**config.mk**
```make
export PLATFORM = sky130hd
export DESIGN_NAME = rcl_return_config_unit
export DESIGN_NICKNAME = d
export VERILOG_FILES = /design/src/hw/rcl_return_config_unit.v /design/src/hw/rcl_return_stack.v
export VERILOG_INCLUDE_DIRS = /design/src /design/src/include
export SDC_FILE = /design/constraint.sdc
export NUM_CORES = 1
export LEC_CHECK = 0
export BUFFER_PORTS_ARGS = -buffer_cell sky130_fd_sc_hd__buf_2
export CAP_MARGIN = 15
export CORE_MARGIN = 8
export CORE_UTILIZATION = 56
export CTS_CLUSTER_SIZE = 12
export DETAILED_ROUTE_END_ITERATION = 7
export PLACE_DENSITY = 0.76
export SETUP_SLACK_MARGIN = 0.2
export SYNTH_ARGS = -nofsm -noshare
export SYNTH_HDL_FRONTEND = slang
export SYNTH_SLANG_ARGS = --single-unit
```
**constraint.sdc**
```tcl
create_clock -name clk -period 2.7 [get_ports clk]
set_clock_uncertainty 0.1 [all_clocks]
set_input_delay 0.27 -clock clk [delete_from_list [all_inputs] [get_ports clk]]
set_output_delay 0.27 -clock clk [all_outputs]
set_load 0.01 [all_outputs]
```
**src/include/rcl_map.vh**
```
// Opcodes, field positions, reset values and timing counts for the return and config-load unit.
`ifndef RCL_MAP_VH
`define RCL_MAP_VH
`define RCL_OP_RETURN_FROM_INTERRUPT 14'h0009
`define RCL_OP_CONFIG_LOAD           14'h0062
`define RCL_GIE_BIT                  7
`define RCL_CONFIG_RESET             8'hFF
`define RCL_ICR_RESET                8'h00
`define RCL_PC_RESET                 13'h0000
`define RCL_SP_RESET                 3'h0
`define RCL_RETURN_CYCLES            2
`define RCL_Q_PHASES                 4
`endif

```
**src/hw/rcl_return_config_unit.v**
```verilog
// Executes the return-from-interrupt and legacy configuration-load instructions.
`timescale 1ns/1ps
`include "rcl_map.vh"
module rcl_return_config_unit #(
	parameter PC_WIDTH = 13,
	parameter STACK_LOG2 = 3
) (
	input  wire                  clk,
	input  wire                  rst_b,
	input  wire                  clkEn,
	input  wire                  cycleStart,
	input  wire [13:0]           instruction,
	input  wire [7:0]            accumulator,
	input  wire                  callPush,
	input  wire [PC_WIDTH-1:0]   pushValue,
	input  wire                  interruptTaken,
	input  wire                  configWrite,
	input  wire [7:0]            configWriteData,
	input  wire                  icrWrite,
	input  wire [7:0]            icrWriteData,
	output reg  [PC_WIDTH-1:0]   pcLoadValue,
	output reg                   pcLoad,
	output reg                   flushFetch,
	output reg                   busy,
	output reg  [7:0]            configRegister,
	output reg  [7:0]            interruptControlRegister,
	output reg                   globalInterruptEnable,
	output reg  [STACK_LOG2-1:0] stackDepth
);
	// ------------------------------------------------------------
	// Decode
	// ------------------------------------------------------------
	localparam ST_IDLE   = 1'b0;
	localparam ST_SECOND = 1'b1;

	reg                  state;
	reg                  next_state;
	wire [PC_WIDTH-1:0]  returnStackTop;
	wire [STACK_LOG2-1:0] sp;
	wire                 isReturn;
	wire                 isConfigLoad;
	wire                 doPop;
	wire                 doPush;

	function matchOp;
		input [13:0] word;
		input [13:0] op;
		begin
			matchOp = (word == op);
		end
	endfunction

	assign isReturn = cycleStart && state == ST_IDLE
		&& matchOp(instruction, `RCL_OP_RETURN_FROM_INTERRUPT);
	assign isConfigLoad = cycleStart && state == ST_IDLE
		&& matchOp(instruction, `RCL_OP_CONFIG_LOAD);
	assign doPop = isReturn;
	assign doPush = callPush || interruptTaken;

	rcl_return_stack #(
		.PC_WIDTH   (PC_WIDTH),
		.DEPTH_LOG2 (STACK_LOG2)
	) u_stack (
		.clk            (clk),
		.rst_b          (rst_b),
		.clkEn          (clkEn),
		.push           (doPush),
		.pop            (doPop),
		.pushValue      (pushValue),
		.returnStackTop (returnStackTop),
		.stackPointer   (sp)
	);

	// ------------------------------------------------------------
	// Two-cycle sequencing
	// ------------------------------------------------------------
	always @* begin
		next_state = state;
		case (state)
			ST_IDLE: begin
				if (isReturn) begin
					next_state = ST_SECOND;
				end
			end
			ST_SECOND: begin
				if (cycleStart) begin
					next_state = ST_IDLE;
				end
			end
			default: begin
				next_state = ST_IDLE;
			end
		endcase
	end

	always @(posedge clk or negedge rst_b) begin
		if (!rst_b) begin
			state <= ST_IDLE;
			pcLoad <= 1'b0;
			pcLoadValue <= `RCL_PC_RESET;
			flushFetch <= 1'b0;
			busy <= 1'b0;
			stackDepth <= `RCL_SP_RESET;
		end else if (clkEn) begin
			state <= next_state;
			pcLoad <= isReturn;
			flushFetch <= isReturn;
			busy <= (next_state == ST_SECOND);
			stackDepth <= sp;
			if (isReturn) begin
				pcLoadValue <= returnStackTop;
			end
		end
	end

	// ------------------------------------------------------------
	// Configuration and interrupt control registers
	// ------------------------------------------------------------
	// A direct data-memory write and the legacy load share the register; the
	// legacy load wins if both land in the same cycle, as it is the later stage.
	always @(posedge clk or negedge rst_b) begin
		if (!rst_b) begin
			configRegister <= `RCL_CONFIG_RESET;
		end else if (clkEn) begin
			if (isConfigLoad) begin
				configRegister <= accumulator;
			end else if (configWrite) begin
				configRegister <= configWriteData;
			end
		end
	end

	// Hardware set of the enable bit wins over a software write of the same cycle.
	always @(posedge clk or negedge rst_b) begin
		if (!rst_b) begin
			interruptControlRegister <= `RCL_ICR_RESET;
			globalInterruptEnable <= 1'b0;
		end else if (clkEn) begin
			if (icrWrite) begin
				interruptControlRegister <= icrWriteData;
				globalInterruptEnable <= icrWriteData[`RCL_GIE_BIT];
			end
			if (interruptTaken) begin
				interruptControlRegister[`RCL_GIE_BIT] <= 1'b0;
				globalInterruptEnable <= 1'b0;
			end
			if (isReturn) begin
				interruptControlRegister[`RCL_GIE_BIT] <= 1'b1;
				globalInterruptEnable <= 1'b1;
			end
		end
	end
endmodule

```
**src/hw/rcl_return_stack.v**
```verilog
// Hardware return stack with push and pop for the return and config-load unit.
`timescale 1ns/1ps
`include "rcl_map.vh"
module rcl_return_stack #(
	parameter PC_WIDTH = 13,
	parameter DEPTH_LOG2 = 3
) (
	input  wire                  clk,
	input  wire                  rst_b,
	input  wire                  clkEn,
	input  wire                  push,
	input  wire                  pop,
	input  wire [PC_WIDTH-1:0]   pushValue,
	output wire [PC_WIDTH-1:0]   returnStackTop,
	output wire [DEPTH_LOG2-1:0] stackPointer
);
	reg [PC_WIDTH-1:0]   entries [0:(1<<DEPTH_LOG2)-1];
	reg [DEPTH_LOG2-1:0] sp;

	// The stack is circular: overflow overwrites the oldest entry silently.
	assign returnStackTop = entries[sp - {{(DEPTH_LOG2-1){1'b0}}, 1'b1}];
	assign stackPointer = sp;

	always @(posedge clk) begin
		if (clkEn && push) begin
			entries[sp] <= pushValue;
		end
	end

	always @(posedge clk or negedge rst_b) begin
		if (!rst_b) begin
			sp <= `RCL_SP_RESET;
		end else if (clkEn) begin
			if (push && !pop) begin
				sp <= sp + {{(DEPTH_LOG2-1){1'b0}}, 1'b1};
			end else if (pop && !push) begin
				sp <= sp - {{(DEPTH_LOG2-1){1'b0}}, 1'b1};
			end
		end
	end
endmodule

```
==> results.md, run 1 <==
* Port Buf Inserts at 94
* Total power at 7093 µW
* Synth top area share at 0.5408
* RSZ-0062 raised after global routing: false
* Commonest non-fill, non-tap cells in the layout: edfxtp_1 (104), buf_2 (94), dfrtp_1 (29)
* Syn Nets at 389
* CP cell instances: nor4b_4, nand3_4, or2_2, ha_1, nand2b_1, nor2_1, xor2_1
* Detail Placement HPWL at between 7000 and 8000 µm
* Critical path type: flip-flop to flip-flop
* Diodes inserted at 0
* Vias at 3,529
* CTS sink cnt at 142
* HP Class: primary input to flip-flop
* Post-route setup slack at around 0.6 ns
* Max Freq at 477.7 MHz
* CTS Buf Count at 17
* Tcrit/Tclk final at 0.7753
* Drt drc at 0
* Antenna-violating nets left at 0
* Static leakage at ~0.0029 µW
* Synth Register Bits at roughly 140
* Final Hold Vio Count at 0
* Syn avg cell area at approximately 18 µm²
* First-pass GRT wire length at approximately 21,000 µm
* Layout cells sized above 1 at 0.4055
* Yosys warning count at 0
* Hold Crit Depth at 3
* Die footprint at 0.01382 mm²
* Post-CTS Setup Bufs at 0
* Async set-or-reset flop fraction in the synthesized netlist at 0.2676
* Rows at 37
* CTS resizes at 0
* Slew Limit Headroom at 0.4140
* Status: completed
* Core box area at approximately 0.010 mm²
* Largest net degree at the start of global routing at 39
* WL final at about 13,000 µm
* Final #Nets at 520
* Die width at between 100 and 150 µm
* Vias in the first global route at 3,728
* Tmin final at between 2 and 2.5 ns
* Biggest cell delay along the critical path at roughly 0.4 ns
* PD cells at about 970 mW/mm²
* Synth cell types at 37
* Reg2reg start: state
* Worst-path clk slew at ~0.06 ns
* CTS tree: built
* Synth top area cells: edfxtp_1 (54%), dfrtp_1 (13%), mux4_2 (10%)
* Crit path capture type: flip-flop
* Die Y-Extent at between 100 and 150 µm
* Maxcap violations at 0
* Initial Util at 0.5670
* Max H-tree Level at 4
* Synth area leader: edfxtp_1
* Sum of negative setup slack at 0 ns
* CTS Root Cell: clkbuf_8
* Total I/O pin count at 95
* Worst R2R Path Depth at 7
* Peak VDD IR at 0.0005801 V
* Critical path origin: state
* Clock latency on the worst-skew pair at about 0.52 ns
* Startpoint Class: flip-flop
* Crit-path slowest cell: dfrtp_1
* Hold Startpoint: accumulator[3]
* Pre-CTS setup slack at 0.6282 ns
* Syn Inst Count at roughly 330
* EDFF count, synth at around 100
* Total Routing Usage GR at 0.1977
* Fin. max-slew vios at 0
* Drt initial violations at around 280
* Commonest non-fill, non-tap cell in the layout: edfxtp_1
* DRT Pass-1 Iters at 5
* Synth Flop Type: edfxtp_1
* Endpoints failing setup at 0
* Slew @ Worst Pin at 0.8790 ns
* Maximum buffer depth of the clock tree at 2
* Seq/Total Area, Yosys at 0.7073
* CP arrival at about 2.4 ns
* Vias per cell at a little under 6
* Grt ovf at 0
* CP max FO at 4
* Cell area after synthesis at about 0.0058 mm²
* Final GP Congestion at ~0.85
* Routed WL per cell at 22.15 µm
* Initial antenna violation count at 0
* CP required at roughly 3.1 ns
* Syn-to-layout area delta at 26.39%
logic make-up after synthesis:
family / count (synthesis) / synth area share
and+or+nand+nor: 47 / 0.05005
AOI/OAI and AO/OA: 52 / 0.06327
DFF: 142 / 0.7073
muxes: 48 / 0.1413
buffers and inverters: 31 / 0.02557
adders and majority gates: 3 / 0.006501
xor gates and xnor gates: 4 / 0.006068
power by group:
part           switching [µW]  internal, µW  total [µW]
logic                     979           941        1920
clock network             936          1520        2460
registers                99.2          2620        2720
total                    2010          5080        7090
synth_stat cells, types with 2 or more instances:
cell type,instances
buf_4,4
mux4_2,26
o21ai_1,10
o2111ai_1,7
xor2_1,3
buf_2,7
edfxtp_1,104
nor2_1,10
dfrtp_1,30
buf_1,2
a211o_1,2
nand2b_1,10
inv_1,13
a21oi_1,2
nor3_1,5
o21ai_0,20
mux2_2,8
dfstp_2,8
or2_2,2
nand3_1,3
clkbuf_1,4
o221a_1,8
ha_1,3
nand2_1,8
or2_1,2
a21o_1,2
mux2i_1,14
worst max-delay path: cells and delay by family (launching register included):
kind / cells / cell delay, ns
fa+ha+maj: 1 / 0.28
simple gates: 5 / 1.07
flops: 1 / 0.41
xor+xnor: 1 / 0.14
final cells by class:
| cell class | instances | area, µm² |
|---|---|---|
| clock buffers | 18 | 417.9 |
| clock inverters | 14 | 202.7 |
| fillers | 612 | 2887 |
| inverters | 13 | 48.80 |
| multi-input cells | 154 | 1563 |
| flip-flops and latches | 142 | 4085 |
| well taps | 136 | 170.2 |
| repair buffers | 130 | 810.8 |
flip-flops by register name, indices dropped and copies added (netlist names):
signal	count
interruptControlRegister	8
configRegister	8
stackDepth	3
flushFetch	1
u_stack.entries	104
pcLoadValue	13
u_stack.stackPointer	3
state	1
globalInterruptEnable	1
per-layer routing:
layer	wire length (µm)	track usage
met5	0	0
met3	1080	0.06859
met1	5422	0.2392
met2	6647	0.3255
met4	295	0.06565
worst paths after layout:
path	to	slack (ns)
max	u_stack.stackPointer[2]	0.61
min	configRegister[3]	0.02
max reg2reg	u_stack.stackPointer[2]	0.61
min reg2reg	interruptControlRegister[0]	0.40
max in group asynchronous	u_stack.stackPointer[0]	1.57
min in group asynchronous	pcLoadValue[11]	0.33
timing repair:
item / in CTS / in global routing
hold endpoints to repair: 143 / 0
setup endpoints to repair: 0 / 0
hold buffers: 23 / 0
stage by stage:
stage / util / hold WS [ns] / cells / area (µm²)
after floorplan: - / -0.1256 / 327 / 5774
after global placement: 0.6330 / 0.3301 / 552 / 6447
after detailed placement: 0.6330 / 0.3322 / 552 / 6447
after CTS: 0.7166 / 0.004930 / 607 / 7298
after global routing: 0.7166 / 0.01102 / 607 / 7298
final: 0.7166 / 0.02335 / 607 / 7298
Power figures use the tool's default switching activity.
==> run 2: changes to the inputs <==
- ABC_AREA: not set -> 1
- CORE_UTILIZATION: 56 -> 51
- PLACE_DENSITY: 0.76 -> 0.73
- clock period: 2.7 -> 1.7 ns (I/O delays scaled with it)
==> results.md, run 2 <==
* Status: finished, violations left
* Failing checks: negative setup slack
* Total power at 14,090 µW (+99%)
* Yosys warning count at 0 (unchanged)
* Worst R2R Path Depth at 11 (+4)
* Total I/O pin count at 95 (unchanged)
* Startpoint Class: flip-flop
* Synth Register Bits at 142 (unchanged)
* Syn avg cell area at 10.88 µm² (-38%)
* Syn Nets at 614 (+58%)
* Tmin final at 1.819 ns (-0.2740 ns)
* CTS Root Cell: clkbuf_16
* Crit path capture type: flip-flop
* Slew Limit Headroom at 0.4217 (+0.007722)
* Worst-path clk slew at 0.06 ns (about the same)
* DRT Pass-1 Iters at 5 (unchanged)
* Cell area after synthesis at 0.006006 mm² (+4.0%)
* R2R setup slack at -0.12 ns (-0.73 ns)
* PD cells at 1644 mW/mm² (+69%)
* Final #Nets at 799 (+54%)
* Final Hold Vio Count at 0 (unchanged)
* Reg2reg start: u_stack.stackPointer[1]
* Seq/Total Area, Yosys at 0.6800 (-0.02726)
* Most common cell in the netlist: nand2_1
* Port Buf Inserts at 94 (unchanged)
* Critical Path Most Common Cell: nand2_1
* Vias per cell at 5.465 (-6.0%)
* Biggest cell delay along the critical path at 0.39 ns (-0.02 ns)
* Die Y-Extent at 124.5 µm (+5.9%)
* Static leakage at 0.003595 µW (+26%)
* HP Class: primary input to flip-flop
* Synth top area share at 0.5200 (-0.02085)
* EDFF count, synth at 104 (unchanged)
* Bufs and invs on worst path at 3 (+3)
* RSZ-0062 raised after global routing: true
* Detail Placement HPWL at 9723 µm (+22%)
* Endpoints failing setup at 52 (+52)
* Synth area leader: edfxtp_1
* Biggest register: u_stack.entries
* CTS sink cnt at 142 (unchanged)
* WHS at 0.03956 ns (+0.01621 ns)
* First-pass GRT wire length at 24,770 µm (+18%)
* Crit-path slowest cell: dfrtp_2
* Commonest non-fill, non-tap cell in the layout: nand2_1
* CTS Buf Count at 17 (unchanged)
* Vias at 4,880 (+38%)
* Die width at 124.5 µm (+5.9%)
* Critical path type: flip-flop to flip-flop
* Hold Startpoint: icrWriteData[7]
* Slew @ Worst Pin at 0.8674 ns (-0.01158 ns)
* Sum of negative setup slack at -3.154 ns (-3.154 ns)
* Hold Crit Depth at 5 (+2)
* Initial antenna violation count at 0 (unchanged)
* Commonest cells in the synthesized netlist: nand2_1 (143), edfxtp_1 (104), nor2_1 (92)
* Drt initial violations at 436 (+57%)
* CP arrival at 2.08 ns (-0.36 ns)
* Vias in the first global route at 4,866 (+31%)
* Critical path origin: u_stack.stackPointer[1]
* Critical R2R Capture: pcLoadValue[2]
* Maxcap violations at 0 (unchanged)
* Commonest non-fill, non-tap cells in the layout: nand2_1 (130), edfxtp_1 (104), buf_2 (94)
* Diodes inserted at 0 (unchanged)
* Routed WL per cell at 18.69 µm (-16%)
* Largest regs: u_stack.entries x104, pcLoadValue x13
* Syn Inst Count at 552 (+69%)
* CTS tree: built
* Final GP Congestion at 0.8254 (-2.7%)
* Hold EP: globalInterruptEnable
* CP required at 1.96 ns (-1.09 ns)
* Max H-tree Level at 4 (unchanged)
* Die footprint at 0.01550 mm² (+12%)
* Synth Flop Type: edfxtp_1
* Initial Util at 0.5237 (-0.04322)
* Largest net degree at the start of global routing at 36 (-7.7%)
* Rows at 39 (+5.4%)
* Post-layout util at 0.7472 (+0.03060)
* Maximum buffer depth of the clock tree at 2 (unchanged)
* CP cell instances: clkinvlp_4, ha_4, buf_4, clkbuf_16, nor2_1, o21ai_1, o21ai_1, nand2_1, nand2_1, nand2_1, nand2_1
* Peak VDD IR at 0.001065 V (+84%)
* CP max FO at 11 (+7)
* Pre-CTS setup slack at 0.005964 ns (-0.6223 ns)
* Tcrit/Tclk final at 1.070 (+0.2949)
* Max Freq at 549.7 MHz (+15%)
* WL final at 16,690 µm (+24%)
* Grt ovf at 0 (unchanged)
* Fin. max-slew vios at 0 (unchanged)
* Total Routing Usage GR at 0.2013 (+0.003645)
* Post-route setup slack at -0.1193 ns (-0.7260 ns)
* Drt drc at 0 (unchanged)
* Clock latency on the worst-skew pair at 0.43 ns (-0.09 ns)
* Synth top area cells: edfxtp_1 (52%), dfrtp_1 (13%), nand2_1 (8.9%)
* Antenna-violating nets left at 0 (unchanged)
* Critical path's top delay family: buffers and inverters
* Largest register FFs at 104 (unchanged)
* Syn-to-layout area delta at 42.67%
* Layout cells sized above 1 at 0.3360 (-0.06952)
* Core box area at 0.01147 mm² (+13%)
* Synth cell types at 30 (-19%)
* Async set-or-reset flop fraction in the synthesized netlist at 0.2676 (unchanged)
## run 2: cell families after synthesis
family                     share of synthesized area
xor gates and xnor gates                    0.005626
buffers and inverters                        0.03313
muxes                                        0.01313
adders and majority gates                   0.006251
AOI/OAI and AO/OA                            0.07521
and+or+nand+nor                               0.1867
DFF                                           0.6800
## run 2: worst max-delay path by stage
stage,to,cells after the start,slack [ns]
2_1_floorplan,u_stack.entries[2][0],2,-0.12
3_3_place_gp,pcLoadValue[6],9,0.05
3_5_place_dp,u_stack.stackPointer[2],10,0.006
4_1_cts,pcLoadValue[10],10,0.01
5_1_grt,pcLoadValue[2],10,-0.22
6_report,pcLoadValue[2],11,-0.12
## run 2: worst reg2reg max path, stage by stage (launching register included)
cell,delay [ns]
dfrtp_2,0.39
clkinvlp_4,0.13
ha_4,0.26
buf_4,0.16
clkbuf_16,0.17
nor2_1,0.11
o21ai_1,0.08
o21ai_1,0.12
nand2_1,0.08
nand2_1,0.07
nand2_1,0.04
nand2_1,0.05
## run 2: repair_timing
item	4_1_cts	5_1_grt
endpoints found under the hold margin	148	0
endpoints found under the setup margin	120	129
buffers inserted	9	14
hold buffers	40	0
cloned	2	4
pin swaps	7	23
resized for setup	13	50
## run 2: layout make-up
type / count / area, µm²
Clock buffer: 22 / 464.2
Sequential cell: 142 / 4086
Clock inverter: 10 / 112.6
Fill cell: 673 / 2899
Timing Repair Buffer: 193 / 1659
Tap cell: 143 / 178.9
Inverter: 14 / 61.31
Multi-Input combinational cell: 369 / 2006
## run 2: where the power goes
group / leakage [µW] / internal, µW / switching [µW]
Sequential: 0.00141 / 4150 / 156
Clock: 0.000282 / 2230 / 1370
Combinational: 0.00190 / 2760 / 3420
Total: 0.00360 / 9140 / 4950
## run 2: stage by stage
stage / area (µm²) / std cells
4_1_cts: 8165 / 875
3_3_place_gp: 6997 / 792
6_report: 8568 / 893
2_1_floorplan: 6245 / 552
3_5_place_dp: 6997 / 792
5_1_grt: 8568 / 893
## run 2: routing by layer
metal | share of wire | GRT usage | up-vias
met5 | 0 | 0 | -
met4 | 0.031 | 0.08079 | 0
met3 | 0.064 | 0.05319 | 42
met2 | 0.49 | 0.3297 | 209
met1 | 0.41 | 0.2485 | 2360
li1 | - | - | 2269
